--- src/verilog/qd_pkg.sv ---
// Constants, register map and carrier types of the three-axis quadrature decoder
// Summary of operation
// X direction flag read-only in bit 0; one means up, zero down.
// Y direction flag read-only in bit 0 of its register, same encoding.
// Z direction flag read-only in bit 0 of a third register.
// X movement count is 8 bits, read-only, reset to zero.
// Y movement count is 8 bits, read-only, reset to zero.
// Z movement count is 8 bits, read-only, reset to zero.
// Decoding runs only while control bit 2 (enable) is one.
// Writing one to control bit 1 clears all flags and counts.
// Mode one: count keeps rising until the direction of movement changes.
// Mode zero: count falls on reversed steps; mode resets to zero.
// Phase A changing before phase B means downward movement.
// Phase B changing before phase A means upward movement.
// One count step per phase edge, a quarter quadrature period.
// Y and Z pairs decode exactly like X, each independently.
// All six phase inputs pass two flip-flops before edge detection.
// Counts wrap modulo 256 on overflow and underflow.
package qd_pkg;

   // Register indexes; the byte address is four times the index
   localparam logic [15:0] QD_IDX_X_DIRECTION     = 16'h2560;
   localparam logic [15:0] QD_IDX_X_COUNT         = 16'h2561;
   localparam logic [15:0] QD_IDX_Y_DIRECTION     = 16'h2562;
   localparam logic [15:0] QD_IDX_Y_COUNT         = 16'h2563;
   localparam logic [15:0] QD_IDX_Z_DIRECTION     = 16'h2564;
   localparam logic [15:0] QD_IDX_Z_COUNT         = 16'h2565;
   localparam logic [15:0] QD_IDX_DECODER_CONTROL = 16'h2566;

   // Control field positions
   localparam int QD_CTRL_MODE_BIT   = 0;
   localparam int QD_CTRL_INIT_BIT   = 1;
   localparam int QD_CTRL_ENABLE_BIT = 2;

   // Field position of the direction flag
   localparam int QD_DIR_FLAG_BIT = 0;

   // Reset values
   localparam logic [7:0] QD_COUNT_RESET = 8'h00;
   localparam logic       QD_DIR_RESET   = 1'b0;
   localparam logic       QD_MODE_RESET  = 1'b0;
   localparam logic       QD_ENA_RESET   = 1'b0;

   // Direction encoding
   localparam logic QD_DIR_UP   = 1'b1;
   localparam logic QD_DIR_DOWN = 1'b0;

   // Counter behaviour on reversal
   typedef enum logic [0:0] {
      QD_MODE_NET     = 1'b0,
      QD_MODE_RESTART = 1'b1
   } qd_mode_t;

   // Software control state
   typedef struct packed {
      logic     enable;
      qd_mode_t mode;
   } qd_ctrl_t;

   // State of one axis
   typedef struct packed {
      logic       dir_flag;
      logic [7:0] move_count;
   } qd_axis_t;

   // Decoded step of one axis
   typedef struct packed {
      logic step;
      logic up;
   } qd_step_t;

endpackage : qd_pkg

--- src/verilog/qd_axis.sv ---
// One axis: phase synchroniser and quarter-period step decoder
module qd_axis
   import qd_pkg::*;
(
   // Clock and reset
   input  wire logic     i_clk,
   input  wire logic     i_sys_rst,
   // Phase pins from the encoder
   input  wire logic     i_phase_a,
   input  wire logic     i_phase_b,
   // Decoder control
   input  wire logic     i_enable,
   // Decoded step
   output qd_step_t      o_step
);

   logic [1:0] sync_meta;
   logic [1:0] sync_q;
   logic [1:0] prev_q;
   logic [1:0] next_prev;
   qd_step_t   next_step;
   qd_step_t   step_q;

   // Two-stage synchroniser; only sync_q reads sync_meta
   always_ff @(posedge i_clk or posedge i_sys_rst) begin
      if (i_sys_rst) begin
         sync_meta <= 2'h0;
         sync_q    <= 2'h0;
      end else begin
         sync_meta <= {i_phase_a, i_phase_b};
         sync_q    <= sync_meta;
      end
   end

   // Gray-step decode; prev tracks even while disabled so enabling adds no false step
   always_comb begin
      next_prev      = sync_q;
      next_step.step = 1'b0;
      next_step.up   = QD_DIR_DOWN;
      if (i_enable) begin
         case ({prev_q, sync_q})
            // A leads B: 00-10-11-01-00
            4'b00_10, 4'b10_11, 4'b11_01, 4'b01_00: begin
               next_step.step = 1'b1;
               next_step.up   = QD_DIR_DOWN;
            end
            // B leads A: 00-01-11-10-00
            4'b00_01, 4'b01_11, 4'b11_10, 4'b10_00: begin
               next_step.step = 1'b1;
               next_step.up   = QD_DIR_UP;
            end
            // No change, or both phases jumped: ambiguous, ignored
            default: begin
               next_step.step = 1'b0;
            end
         endcase
      end
   end

   // Register decode state
   always_ff @(posedge i_clk or posedge i_sys_rst) begin
      if (i_sys_rst) begin
         prev_q <= 2'h0;
         step_q <= '0;
      end else begin
         prev_q <= next_prev;
         step_q <= next_step;
      end
   end

   assign o_step = step_q;

endmodule : qd_axis

--- src/verilog/qd_top.sv ---
// Three-axis quadrature decoder with APB register access
module qd_top
   import qd_pkg::*;
#(
   parameter int AXES = 3
) (
   // Clock and reset
   input  wire logic        i_clk,
   input  wire logic        i_sys_rst,
   // APB slave
   input  wire logic        i_psel,
   input  wire logic        i_penable,
   input  wire logic        i_pwrite,
   input  wire logic [31:0] i_paddr,
   input  wire logic [31:0] i_pwdata,
   input  wire logic [3:0]  i_pstrb,
   output logic      [31:0] o_prdata,
   output logic             o_pready,
   output logic             o_pslverr,
   // Phase pins, X Y Z
   input  wire logic        i_x_phase_a,
   input  wire logic        i_x_phase_b,
   input  wire logic        i_y_phase_a,
   input  wire logic        i_y_phase_b,
   input  wire logic        i_z_phase_a,
   input  wire logic        i_z_phase_b
);

   qd_ctrl_t        ctrl;
   qd_ctrl_t        next_ctrl;
   logic            decoder_init;
   qd_step_t        step     [AXES];
   qd_axis_t        axis     [AXES];
   qd_axis_t        next_axis[AXES];
   logic            moved    [AXES];
   logic            next_moved[AXES];
   logic [AXES-1:0] phase_a;
   logic [AXES-1:0] phase_b;
   logic [31:0]     next_prdata;
   logic [31:0]     prdata_q;
   logic            next_slverr;
   logic [15:0]     reg_idx;
   logic            addr_ok;
   logic            access;
   logic            wr_access;

   assign phase_a = {i_z_phase_a, i_y_phase_a, i_x_phase_a};
   assign phase_b = {i_z_phase_b, i_y_phase_b, i_x_phase_b};

   // Per-axis decoders, identical for each pair
   for (genvar g = 0; g < AXES; g++) begin : g_axis
      qd_axis u_axis (
         .i_clk     (i_clk),
         .i_sys_rst (i_sys_rst),
         .i_phase_a (phase_a[g]),
         .i_phase_b (phase_b[g]),
         .i_enable  (ctrl.enable),
         .o_step    (step[g])
      );
   end

   // APB decode; registers sit on aligned words, low two address bits must be zero
   assign reg_idx   = i_paddr[17:2];
   assign addr_ok   = (i_paddr[31:18] == 14'h0000) && (i_paddr[1:0] == 2'b00);
   assign access    = i_psel && i_penable;
   assign wr_access = access && i_pwrite && addr_ok
                      && (reg_idx == QD_IDX_DECODER_CONTROL) && i_pstrb[0];

   // Initialise is a one-cycle pulse from the write; the bit itself is not stored
   assign decoder_init = wr_access && i_pwdata[QD_CTRL_INIT_BIT];

   // Control register next value
   always_comb begin
      next_ctrl = ctrl;
      if (wr_access) begin
         next_ctrl.enable = i_pwdata[QD_CTRL_ENABLE_BIT];
         next_ctrl.mode   = qd_mode_t'(i_pwdata[QD_CTRL_MODE_BIT]);
      end
   end

   // Control register
   always_ff @(posedge i_clk or posedge i_sys_rst) begin
      if (i_sys_rst) begin
         ctrl.enable <= QD_ENA_RESET;
         ctrl.mode   <= qd_mode_t'(QD_MODE_RESET);
      end else begin
         ctrl <= next_ctrl;
      end
   end

   // Axis counters; init wins over a step arriving in the same cycle
   always_comb begin
      for (int i = 0; i < AXES; i++) begin
         next_axis[i]  = axis[i];
         next_moved[i] = moved[i];
         if (decoder_init) begin
            next_axis[i].dir_flag   = QD_DIR_RESET;
            next_axis[i].move_count = QD_COUNT_RESET;
            next_moved[i]           = 1'b0;
         end else if (step[i].step) begin
            next_axis[i].dir_flag = step[i].up;
            next_moved[i]         = 1'b1;
            if (ctrl.mode == QD_MODE_RESTART) begin
               // Rise while direction holds, restart on reversal
               if (moved[i] && (step[i].up != axis[i].dir_flag)) begin
                  next_axis[i].move_count = 8'h01;
               end else begin
                  next_axis[i].move_count = axis[i].move_count + 8'h01;
               end
            end else begin
               // Net position: up adds, down takes away, so reversals count back
               if (step[i].up == QD_DIR_UP) begin
                  next_axis[i].move_count = axis[i].move_count + 8'h01;
               end else begin
                  next_axis[i].move_count = axis[i].move_count - 8'h01;
               end
            end
         end
      end
   end

   // Axis state registers
   always_ff @(posedge i_clk or posedge i_sys_rst) begin
      if (i_sys_rst) begin
         for (int i = 0; i < AXES; i++) begin
            axis[i].dir_flag   <= QD_DIR_RESET;
            axis[i].move_count <= QD_COUNT_RESET;
            moved[i]           <= 1'b0;
         end
      end else begin
         for (int i = 0; i < AXES; i++) begin
            axis[i]  <= next_axis[i];
            moved[i] <= next_moved[i];
         end
      end
   end

   // Read mux; flag sits in bit 0, reserved bits read zero
   always_comb begin
      next_prdata = 32'h0000_0000;
      next_slverr = 1'b0;
      if (!addr_ok) begin
         next_slverr = 1'b1;
      end else if (reg_idx == QD_IDX_X_DIRECTION) begin
         next_prdata[QD_DIR_FLAG_BIT] = axis[0].dir_flag;
      end else if (reg_idx == QD_IDX_X_COUNT) begin
         next_prdata[7:0] = axis[0].move_count;
      end else if (reg_idx == QD_IDX_Y_DIRECTION) begin
         next_prdata[QD_DIR_FLAG_BIT] = axis[1].dir_flag;
      end else if (reg_idx == QD_IDX_Y_COUNT) begin
         next_prdata[7:0] = axis[1].move_count;
      end else if (reg_idx == QD_IDX_Z_DIRECTION) begin
         next_prdata[QD_DIR_FLAG_BIT] = axis[2].dir_flag;
      end else if (reg_idx == QD_IDX_Z_COUNT) begin
         next_prdata[7:0] = axis[2].move_count;
      end else if (reg_idx == QD_IDX_DECODER_CONTROL) begin
         next_prdata[QD_CTRL_ENABLE_BIT] = ctrl.enable;
         next_prdata[QD_CTRL_MODE_BIT]   = ctrl.mode;
      end else begin
         next_slverr = 1'b1;
      end
      // Writes to read-only registers are refused
      if (i_pwrite && addr_ok && (reg_idx != QD_IDX_DECODER_CONTROL)) begin
         next_slverr = 1'b1;
      end
   end

   // Read data is captured in setup so it comes from a flip-flop in the access phase
   always_ff @(posedge i_clk or posedge i_sys_rst) begin
      if (i_sys_rst) begin
         prdata_q <= 32'h0000_0000;
      end else if (i_psel && !i_penable) begin
         prdata_q <= i_pwrite ? 32'h0000_0000 : next_prdata;
      end else begin
         prdata_q <= prdata_q;
      end
   end

   // Zero-wait slave: the access phase always completes in one cycle
   assign o_pready  = 1'b1;
   assign o_pslverr = access && next_slverr;
   assign o_prdata  = prdata_q;

endmodule : qd_top

--- config.mk ---
export PLATFORM = sky130hd
export DESIGN_NAME = qd_top
export DESIGN_NICKNAME = d
export VERILOG_FILES = /design/src/verilog/qd_pkg.sv /design/src/verilog/qd_axis.sv /design/src/verilog/qd_top.sv
export SDC_FILE = /design/constraint.sdc
export NUM_CORES = 1
export LEC_CHECK = 0
export BUFFER_PORTS_ARGS = -buffer_cell sky130_fd_sc_hd__buf_2
export CAP_MARGIN = 20
export CELL_PAD_IN_SITES_DETAIL_PLACEMENT = 0
export CELL_PAD_IN_SITES_GLOBAL_PLACEMENT = 1
export CORE_MARGIN = 2
export CORE_UTILIZATION = 41
export CTS_CLUSTER_DIAMETER = 50
export CTS_CLUSTER_SIZE = 10
export DETAILED_ROUTE_END_ITERATION = 8
export PLACE_DENSITY_LB_ADDON = 0.05
export SYNTH_ARGS = -nofsm -noshare
export SYNTH_HDL_FRONTEND = slang
export SYNTH_SLANG_ARGS = --single-unit
--- constraint.sdc ---
create_clock -name i_clk -period 3.2 [get_ports i_clk]
set_input_delay 0.64 -clock i_clk [delete_from_list [all_inputs] [get_ports i_clk]]
set_output_delay 0.64 -clock i_clk [all_outputs]
set_load 0.005 [all_outputs]
* Word-level counts from Yosys, hierarchy flattened
Cells that the tools add are included.
Word-level totals: bits in read-only memories 0, latch bits 0, memories 0, input bits 79, output and inout bits 34, RAM bits 0, logic and storage cells 149, flip-flop bits (word level) 88
Cells by class: equality and inequality tests 35, shift-type cells 0, reductions and logical operators 26, bitwise gates (word level) 0, magnitude comparators 0, multiply operators 0, div/mod/pow operators 0, mux-type cells 55, add/sub/neg operators 6
Operator list (count):
- 16-bit by 14-bit == test with 1-bit output, second input constant | 7
- 8-bit two-way mux | 13
- 9-bit two-way mux | 6
- 4-bit == test, second input constant | 12
- 1-bit two-way mux | 29
- 8-bit by 1-bit adder with 8-bit output, second input constant | 3
- 4-bit by 3-bit == test with 1-bit output, second input constant | 6
- 8-bit OR reduction | 3
- 8-bit by 1-bit subtractor with 8-bit output, second input constant | 3
- 7-bit two-way mux | 3
- 16-bit by 14-bit != test with 1-bit output, second input constant | 1
- 1-bit logical AND | 14
- 14-bit zero test | 1
- 4-bit by 1-bit == test with 1-bit output, second input constant | 3
- 4-bit by 2-bit == test with 1-bit output, second input constant | 3
- 4-bit OR reduction | 3
- 2-bit two-way mux | 3
- 2-bit nonzero test | 3
- 5-bit two-way mux | 1
- 1-bit != test | 3
- 2-bit zero test | 1
- 1-bit zero test | 1

* Logic depth before layout (Yosys ltp)
Gate-level depths: netlist (run 1).
depth after elaboration 11, gate-level depth with buffers 7, gate-level depth less buffers 6

* Cells and area by module
Synthesis (run 1) repeated with hierarchy kept, for this count alone.
Second synthesis, totals: cell total of the unflattened synthesis 390, area, all modules 3618.5 um^2
By module, submodules not included:
- qd_top | times used 1, area each 2886.5 um^2, cells each 348, sequential area each 1001.0 um^2
- qd_axis | times used 3, area each 244.0 um^2, cells each 14, sequential area each 200.2 um^2

* Worst setup path before layout (run 1)
Ideal clock, no wire load.
path kind input -> output, start point input port i_paddr[11], end point output port o_pslverr, data arrival time 1.479 ns, stages on the path 4, path buffers 0, path slack 1.081 ns, required time 2.560 ns, cells stage by stage nor4b_1 and4_1 nor2b_1 a21oi_1
On the way: longest elaborated chain between the ends 11, elaborated cells on any way between the ends 19, those cells by class eq/ne (8); mux (9); reduce/logical (2)
Ends and longest elaborated chain:
- from (decl) | RTL line qd_top.sv:14 | input wire logic [31:0] i_paddr,
- 16-bit by 14-bit == test with 1-bit output | RTL line qd_top.sv:156 | end else if (reg_idx == QD_IDX_DECODER_CONTROL) begin
- 1-bit two-way mux | RTL line qd_top.sv:156
- 1-bit two-way mux | RTL line qd_top.sv:154 | end else if (reg_idx == QD_IDX_Z_COUNT) begin
- 1-bit two-way mux | RTL line qd_top.sv:152 | end else if (reg_idx == QD_IDX_Z_DIRECTION) begin
- 1-bit two-way mux | RTL line qd_top.sv:150 | end else if (reg_idx == QD_IDX_Y_COUNT) begin
- 1-bit two-way mux | RTL line qd_top.sv:148 | end else if (reg_idx == QD_IDX_Y_DIRECTION) begin
- 1-bit two-way mux | RTL line qd_top.sv:146 | end else if (reg_idx == QD_IDX_X_COUNT) begin
- 1-bit two-way mux | RTL line qd_top.sv:144 | end else if (reg_idx == QD_IDX_X_DIRECTION) begin
- 1-bit two-way mux | RTL line qd_top.sv:142 | if (!addr_ok) begin
- 1-bit two-way mux * | RTL line qd_top.sv:163 | if (i_pwrite && addr_ok && (reg_idx != QD_IDX_DECODER_CONTROL)) begin
- 1-bit logical AND * | RTL line qd_top.sv:181 | assign o_pslverr = access && next_slverr;
- to (decl) | RTL line qd_top.sv:19 | output logic o_pslverr,
Every way passes the cells marked *; elsewhere a longest branch is shown, timed or not.

* Final worst setup path (run 1)
Ends and elaborated chain as after synthesis.

==> summary.md, run 1 <==
| Metric | Value |
|---|---|
| Status | `finished, final reports clean` |
| CTS root buf | `clkbuf_8` |
| First-pass GRT wire length | `around 14 mm` |
| Placed wire-length estimate | `~6.0 mm` |
| Worst-Skew Late Latency | `around 0.34 ns` |
| Drt first pass iters | `4` |
| Sw Ratio | `about a quarter` |
| Count of final setup violators | `0` |
| Post-Syn Instances | `400` |
| Avg Vias per Cell | `between 5 and 6` |
| Pwr Total | `roughly 1.6 mW` |
| Cts repair resizes | `0` |
| Final hold violation count | `0` |
| Leak | `around 1.9 nW` |
| Initial core utilization | `42.1%` |
| Via count | `just under 3000` |
| Synth area leader | `dfrtp_1` |
| Die Span Y | `about 98 um` |
| Combinational share of power | `around 6.0%` |
| CTS sink cnt | `64` |
| Final Critical Period | `2.49 ns` |
| Syn Area/Cell | `approximately 9.1 um2` |
| Sequential fraction of the synthesis area | `between 40 and 50%` |
| DR DRC count | `0` |
| Antenna cells | `0` |
| Vias in the first global route | `between 2000 and 3000` |
| #FFs+latches synth | `between 60 and 70` |
| Most frequent cells in the layout | `dfrtp_1 (64), nor2_1 (58), buf_2 (55), nand2_1 (27), o21ai_0 (27)` |
| H-tree levels | `3` |
| Clock power share | `between 40% and 50%` |
| Slowest stage cell, crit path | `and4_1` |
| Post-CTS Setup Repair Bufs | `0` |
| RSZ-0062 raised after global routing | `false` |
| Initial DRC Count | `103` |
| Synth top area share | `a little over two fifths` |
| CTS Buf Count | `9` |
| Fin nets | `approximately 540` |
| IO Port Bufs | `55` |
| Wirelength, routed | `8.24 mm` |
| WP data arrival | `roughly 1.9 ns` |
| Die width | `just under 100 um` |
| Core Area | `approximately 8700 um2` |
| Worst path bufs/invs | `2` |
| Worst-path cell chain | `buf_2, nor4b_1, and4_1, nor2b_1, a21oi_1, buf_2` |
| GRT overflow | `0` |
| Hold buffer count at CTS | `0` |
| Top post-synthesis cells by area | `dfrtp_1 (44%), nor2_1 (6.0%), buf_4 (5.1%), mux2i_1 (3.8%), o21ai_0 (3.7%)` |
| Die area | `roughly 9700 um2` |
| Slowest cell delay on critical path | `about 0.31 ns` |
| Max Fanout on Critical Path | `5` |
| P_int | `~1.2 mW` |
| Worst endpoint required time | `2.56 ns` |
| Clock transition at the registers of the reported paths | `0.07 ns` |
| Initial antenna violation count | `0` |
| Seq pwr share | `between 50% and 60%` |
| Cell variety after synth | `59` |
| Worst vdd ir | `between 0.0002 and 0.0003 V` |
| Top achievable clock speed | `0.402 GHz` |
| Most common cell after layout, fill and taps aside | `dfrtp_1` |
| Max Clock Skew | `approximately 0.0076 ns` |
| Layout cell share with drive strength beyond 1 | `19.0%` |
| CP Capture Type | `output port` |
| YS warnings | `0` |
| WL/cell | `between 10 and 15 um` |
| CTS Buffer Depth | `2` |
| CTS tree | `built` |
| Global Route Usage Sum | `17.7%` |
| Num rows | `34` |
| CP Class | `input pin to output port` |
| Hold WC Path Type | `input pin to async pin` |
| Power per cell area | `about 390 nW/um2` |
| Layout area overhead | `13.1%` |
| Gpl congestion | `just over 0.8` |
| Number of nets with antenna violations after routing | `0` |
| Max cap viols | `0` |
| Dominant synthesized flop cell | `dfrtp_1` |
| Synthesized area | `between 3000 and 4000 um2` |
| Delay-heaviest family, CP | `simple AND/OR/NAND/NOR gates` |
| Number of synthesized flops with an enable pin | `0` |
| Final period util | `approximately 78%` |
| Final setup TNS | `0 ns` |
| Crit-path most repeated cell | `buf_2` |
| Top Ports | `about 110` |
| Final Slew Violations | `0` |
| Worst slew margin | `just under 60%` |
| Net Sw Power | `approximately 0.38 mW` |
| Asr flop ratio synth | `100%` |
| Worst slew pin tran | `between 0.6 and 0.7 ns` |
| Startpoint types | `input pin` |
| Largest net degree at the start of global routing | `31` |
[sequential cells by signal (all words and copies together) (netlist names)]
signal and count:
axis 27, o_prdata 8, g_axis.u_axis.next_prev 6, g_axis.u_axis.o_step 6
g_axis.u_axis.prev_q 6, g_axis.u_axis.sync_meta 6, moved 3, ctrl 2
[final timing paths]
path | slack [ns] | from | end | cells past startpoint
min in group i_clk | 0.35 | g_axis[1].u_axis.sync_meta[1]$_DFF_PP0_ | g_axis[1].u_axis.next_prev[1]$_DFF_PP0_ | 0
max reg2reg | 0.98 | ctrl[0]$_DFFE_PP0N_ | axis[7]$_DFFE_PP0P_ | 6
max | 0.71 | i_paddr[11] | o_pslverr | 6
min reg2reg | 0.35 | g_axis[1].u_axis.sync_meta[1]$_DFF_PP0_ | g_axis[1].u_axis.next_prev[1]$_DFF_PP0_ | 0
max in group asynchronous | 2.21 | i_sys_rst | axis[12]$_DFFE_PP0P_ | 3
min | 0.29 | i_sys_rst | g_axis[0].u_axis.o_step[0]$_DFF_PP0_ | 2
[cells in the mapped netlist, drive strengths merged (8+ instances only)]
cell and instances:
dfrtp 64, nor2 58, buf 31, o21ai 28, nand2 27, a21oi 15, inv 14, mux2i 14
clkbuf 10, nor3b 10, nor2b 9, nor4 9, xnor2 8
[per-layer routing]
| layer | share of wire (%) | global-route usage (%) | vias to the layer above | routed length, um |
|---|---|---|---|---|
| met5 | 0 | 0 | - | 0 |
| met4 | 1.6 | 6.01 | 0 | 129 |
| met3 | 3.2 | 3.15 | 15 | 260 |
| met2 | 46 | 27.1 | 56 | 3770 |
| met1 | 50 | 25.6 | 1421 | 4080 |
| li1 | - | - | 1470 | - |
[power groups by stage]
stage                     logic, mW  clock network, mW  registers (mW)
after floorplan              0.0785                  0           0.840
after global placement       0.0983                  0           0.841
after global routing          0.112              0.751           0.826
after detailed placement     0.0994                  0           0.841
after CTS                    0.0994              0.722           0.825
final                        0.0978              0.700           0.825
[kinds of logic after synthesis]
family / after synthesis / synth area share (%)
AO/OA/AOI/OAI: 85 / 15.3
XOR/XNOR: 12 / 2.88
adder cells (fa/ha/maj): 6 / 2.06
buffers and inverters: 55 / 8.40
flip-flops: 64 / 43.9
multiplexers: 19 / 5.38
other: 2 / 0.206
AND/OR/NAND/NOR: 157 / 22.0
[layout make-up]
type | instances | area (um2)
clock buffer | 11 | 141
clock inverter | 5 | 56.3
fill | 871 | 4550
inverter | 14 | 52.6
multi-input combinational | 304 | 1830
sequential | 64 | 1600
tap | 108 | 135
timing repair buffer | 60 | 313
[per-stage QoR]
step,setup WS [ns],std cells,hold WS (ns),utilization [%],area [um2]
after floorplan,0.962,423,0.331,-,3740
after global placement,0.724,550,0.338,45.3,3930
after detailed placement,0.720,550,0.336,45.3,3930
after CTS,0.718,566,0.295,47.6,4130
after global routing,0.554,566,0.339,47.6,4130
final,0.712,566,0.287,47.6,4130
Note: power is estimated with default switching activity, not from simulation.
==> run 2: changes to the inputs <==
Settings changed: CORE_UTILIZATION 41 to 38.
Clock period 3.2 ns to 2.4 ns, I/O delays scaled along.
==> run 2 against run 1 <==
  * Via count fell by 1.7%
  * Design area rose by 2.2%
  * Critical path depth did not move
  * Final cell count rose by 3.9%
  * Register-to-register slack got worse by 0.62 ns
  * Routed wire length rose by 2.2%
  * Hold slack got worse by 0.070 ns
  * Critical endpoint unchanged
  * Worst setup slack got worse by 0.48 ns
  * Non-clock buffer count rose by 1
  * Clock power rose by 56%
  * Die area rose by 7.6%
  * Combinational power rose by 35%
==> summary.md, run 2 (same netlist as run 1, synthesis figures left out) <==
| Metric | Value |
|---|---|
| Final hold violation count | `0 (unchanged)` |
| H-tree levels | `3 (unchanged)` |
| Status | `finished, final reports clean` |
| Leak | `1.95 nW (+1.7%)` |
| Layout cell share with drive strength beyond 1 | `19.4% (+0.39 points)` |
| Vias in the first global route | `2883 (+6.1%)` |
| Max Fanout on Critical Path | `5 (unchanged)` |
| Clock transition at the registers of the reported paths | `0.08 ns (about the same)` |
| First-pass GRT wire length | `14.4 mm (+5.2%)` |
| RSZ-0062 raised after global routing | `false` |
| CP Capture Type | `output port` |
| Post-CTS Setup Repair Bufs | `0 (unchanged)` |
| R2r setup slk | `0.36 ns (-0.62 ns)` |
| CTS sink cnt | `64 (unchanged)` |
| WP data arrival | `1.69 ns (-0.16 ns)` |
| Number of nets with antenna violations after routing | `0 (unchanged)` |
| Layout area overhead | `15.6%` |
| Die Span Y | `102 um (+3.7%)` |
| Most frequent cells in the layout | `dfrtp_1 (64), nor2_1 (58), buf_2 (55), nand2_1 (27), o21ai_0 (27)` |
| DP Cell Count | `572 (+4.0%)` |
| Die area | `10400 um2 (+7.6%)` |
| Placed wire-length estimate | `6.11 mm (+1.2%)` |
| Cts repair resizes | `0 (unchanged)` |
| Core Area | `9280 um2 (+7.0%)` |
| Fin nets | `539 (+0.19%)` |
| CTS Buf Count | `9 (unchanged)` |
| Worst-Skew Late Latency | `0.36 ns (+0.02 ns)` |
| Worst endpoint required time | `1.92 ns (-0.64 ns)` |
| Hold WC Path Type | `input pin to async pin` |
| Initial antenna violation count | `0 (unchanged)` |
| Worst slew pin tran | `0.676 ns (+0.0678 ns)` |
| Pre-CTS setup slack | `0.217 ns (-0.503 ns)` |
| Critical Path Source | `i_paddr[11]` |
| Hold buffer count at CTS | `0 (unchanged)` |
| Max Clock Skew | `0.0116 ns (+0.00397 ns)` |
| Crit path capture | `o_pslverr` |
| # fillers | `932 (+7.0%)` |
| Initial DRC Count | `96 (-6.8%)` |
| Count of final setup violators | `0 (unchanged)` |
| Final Critical Period | `around 2.2 ns` |
| Gpl congestion | `0.818 (-0.60%)` |
| CTS Buffer Depth | `2 (unchanged)` |
| Area of the multi-input gates | `1830 um2 (unchanged)` |
| Num rows | `35 (+2.9%)` |
| Largest net degree at the start of global routing | `36 (+16%)` |
| Setup ws final | `0.229 ns (-0.483 ns)` |
| Initial core utilization | `39.3% (-2.7 points)` |
| Most common cell after layout, fill and taps aside | `dfrtp_1` |
| Final Slew Violations | `0 (unchanged)` |
| Via count | `2913 (-1.7%)` |
| Max cap viols | `0 (unchanged)` |
| CP Class | `input pin to output port` |
| Drt first pass iters | `4 (unchanged)` |
| GRT overflow | `0 (unchanged)` |
| Wirelength, routed | `8.42 mm (+2.2%)` |
| FF-to-FF Start | `ctrl[0]$_DFFE_PP0N_` |
| Largest register FFs | `27 (unchanged)` |
| Die width | `102 um (+3.7%)` |
| FF+latch area | `1600 um2 (unchanged)` |
| DR DRC count | `0 (unchanged)` |
| Global Route Usage Sum | `18.0% (+0.27 points)` |
| IO Port Bufs | `55 (unchanged)` |
| Avg Vias per Cell | `4.95 (-5.3%)` |
| Final setup TNS | `0 ns (unchanged)` |
| Worst vdd ir | `0.000320 V (+21%)` |
| Antenna cells | `0 (unchanged)` |
| Startpoint types | `input pin` |
| Capturing point of the worst reg2reg path | `axis[25]$_DFFE_PP0P_` |
| Finished Layout Cells | `588 (+3.9%)` |
| WL/cell | `14.3 um (-1.6%)` |
| CTS root buf | `clkbuf_8` |
| R2R cell count | `5 (-1)` |
| CTS tree | `built` |
| Final period util | `90.4%` |
| Power per cell area | `550 nW/um2 (+40%)` |
| Top reg by flops | `axis` |
| Top achievable clock speed | `0.461 GHz` |
| Worst slew margin | `54.9% (-4.2 points)` |
| Top Ports | `113 (unchanged)` |
-- run 2: area by class of cell --
type	count	area share, %
timing repair buffer	61	8.18
tap	129	3.82
clock buffer	11	3.59
sequential	64	37.9
clock inverter	5	1.87
multi-input combinational	304	43.3
inverter	14	1.25
-- run 2: per-layer routing --
layer | GRT usage [%] | vias to the layer above | routed length [um]
met5 | 0 | - | 0
met4 | 5.85 | 0 | 104
met3 | 4.10 | 10 | 439
met2 | 29.0 | 62 | 3890
met1 | 24.1 | 1371 | 3990
li1 | - | 1470 | -
-- run 2: worst min-delay path by stage --
stage | start | endpoint | slack [ns] | depth (start not counted)
finish | i_sys_rst | g_axis[0].u_axis.prev_q[0]$_DFF_PP0_ | 0.22 | 2
global route | i_x_phase_a | g_axis[0].u_axis.sync_meta[1]$_DFF_PP0_ | 0.20 | 1
CTS | i_x_phase_a | g_axis[0].u_axis.sync_meta[1]$_DFF_PP0_ | 0.22 | 1
detailed placement | g_axis[1].u_axis.sync_meta[0]$_DFF_PP0_ | g_axis[1].u_axis.next_prev[0]$_DFF_PP0_ | 0.33 | 0
global placement | g_axis[1].u_axis.sync_meta[0]$_DFF_PP0_ | g_axis[1].u_axis.next_prev[0]$_DFF_PP0_ | 0.34 | 0
floorplan | g_axis[0].u_axis.sync_meta[0]$_DFF_PP0_ | g_axis[0].u_axis.next_prev[0]$_DFF_PP0_ | 0.33 | 0
-- run 2: through the flow --
step                total power, mW  hold slack [ns]  cell area, um2  utilization, %
detailed placement             1.26            0.335            3990            43.0
global route                   2.42            0.205            4220            45.5
floorplan                      1.22            0.331            3740               -
CTS                            2.35            0.215            4220            45.5
global placement               1.25            0.339            3990            43.0
finish                         2.32            0.217            4220            45.5
-- run 2: power by group --
| group | switching [mW] | internal (mW) | total, mW |
|---|---|---|---|
| combinational | 0.0754 | 0.0569 | 0.132 |
| sequential | 0.00717 | 1.09 | 1.10 |
| clock | 0.447 | 0.640 | 1.09 |
| total | 0.530 | 1.79 | 2.32 |
-- run 2: worst max-delay path, stage by stage --
cell and delay [ns]:
buf_2 0.09, nor4b_1 0.27, and4_1 0.32, nor2b_1 0.29
a21oi_1 0.10, buf_2 0.14
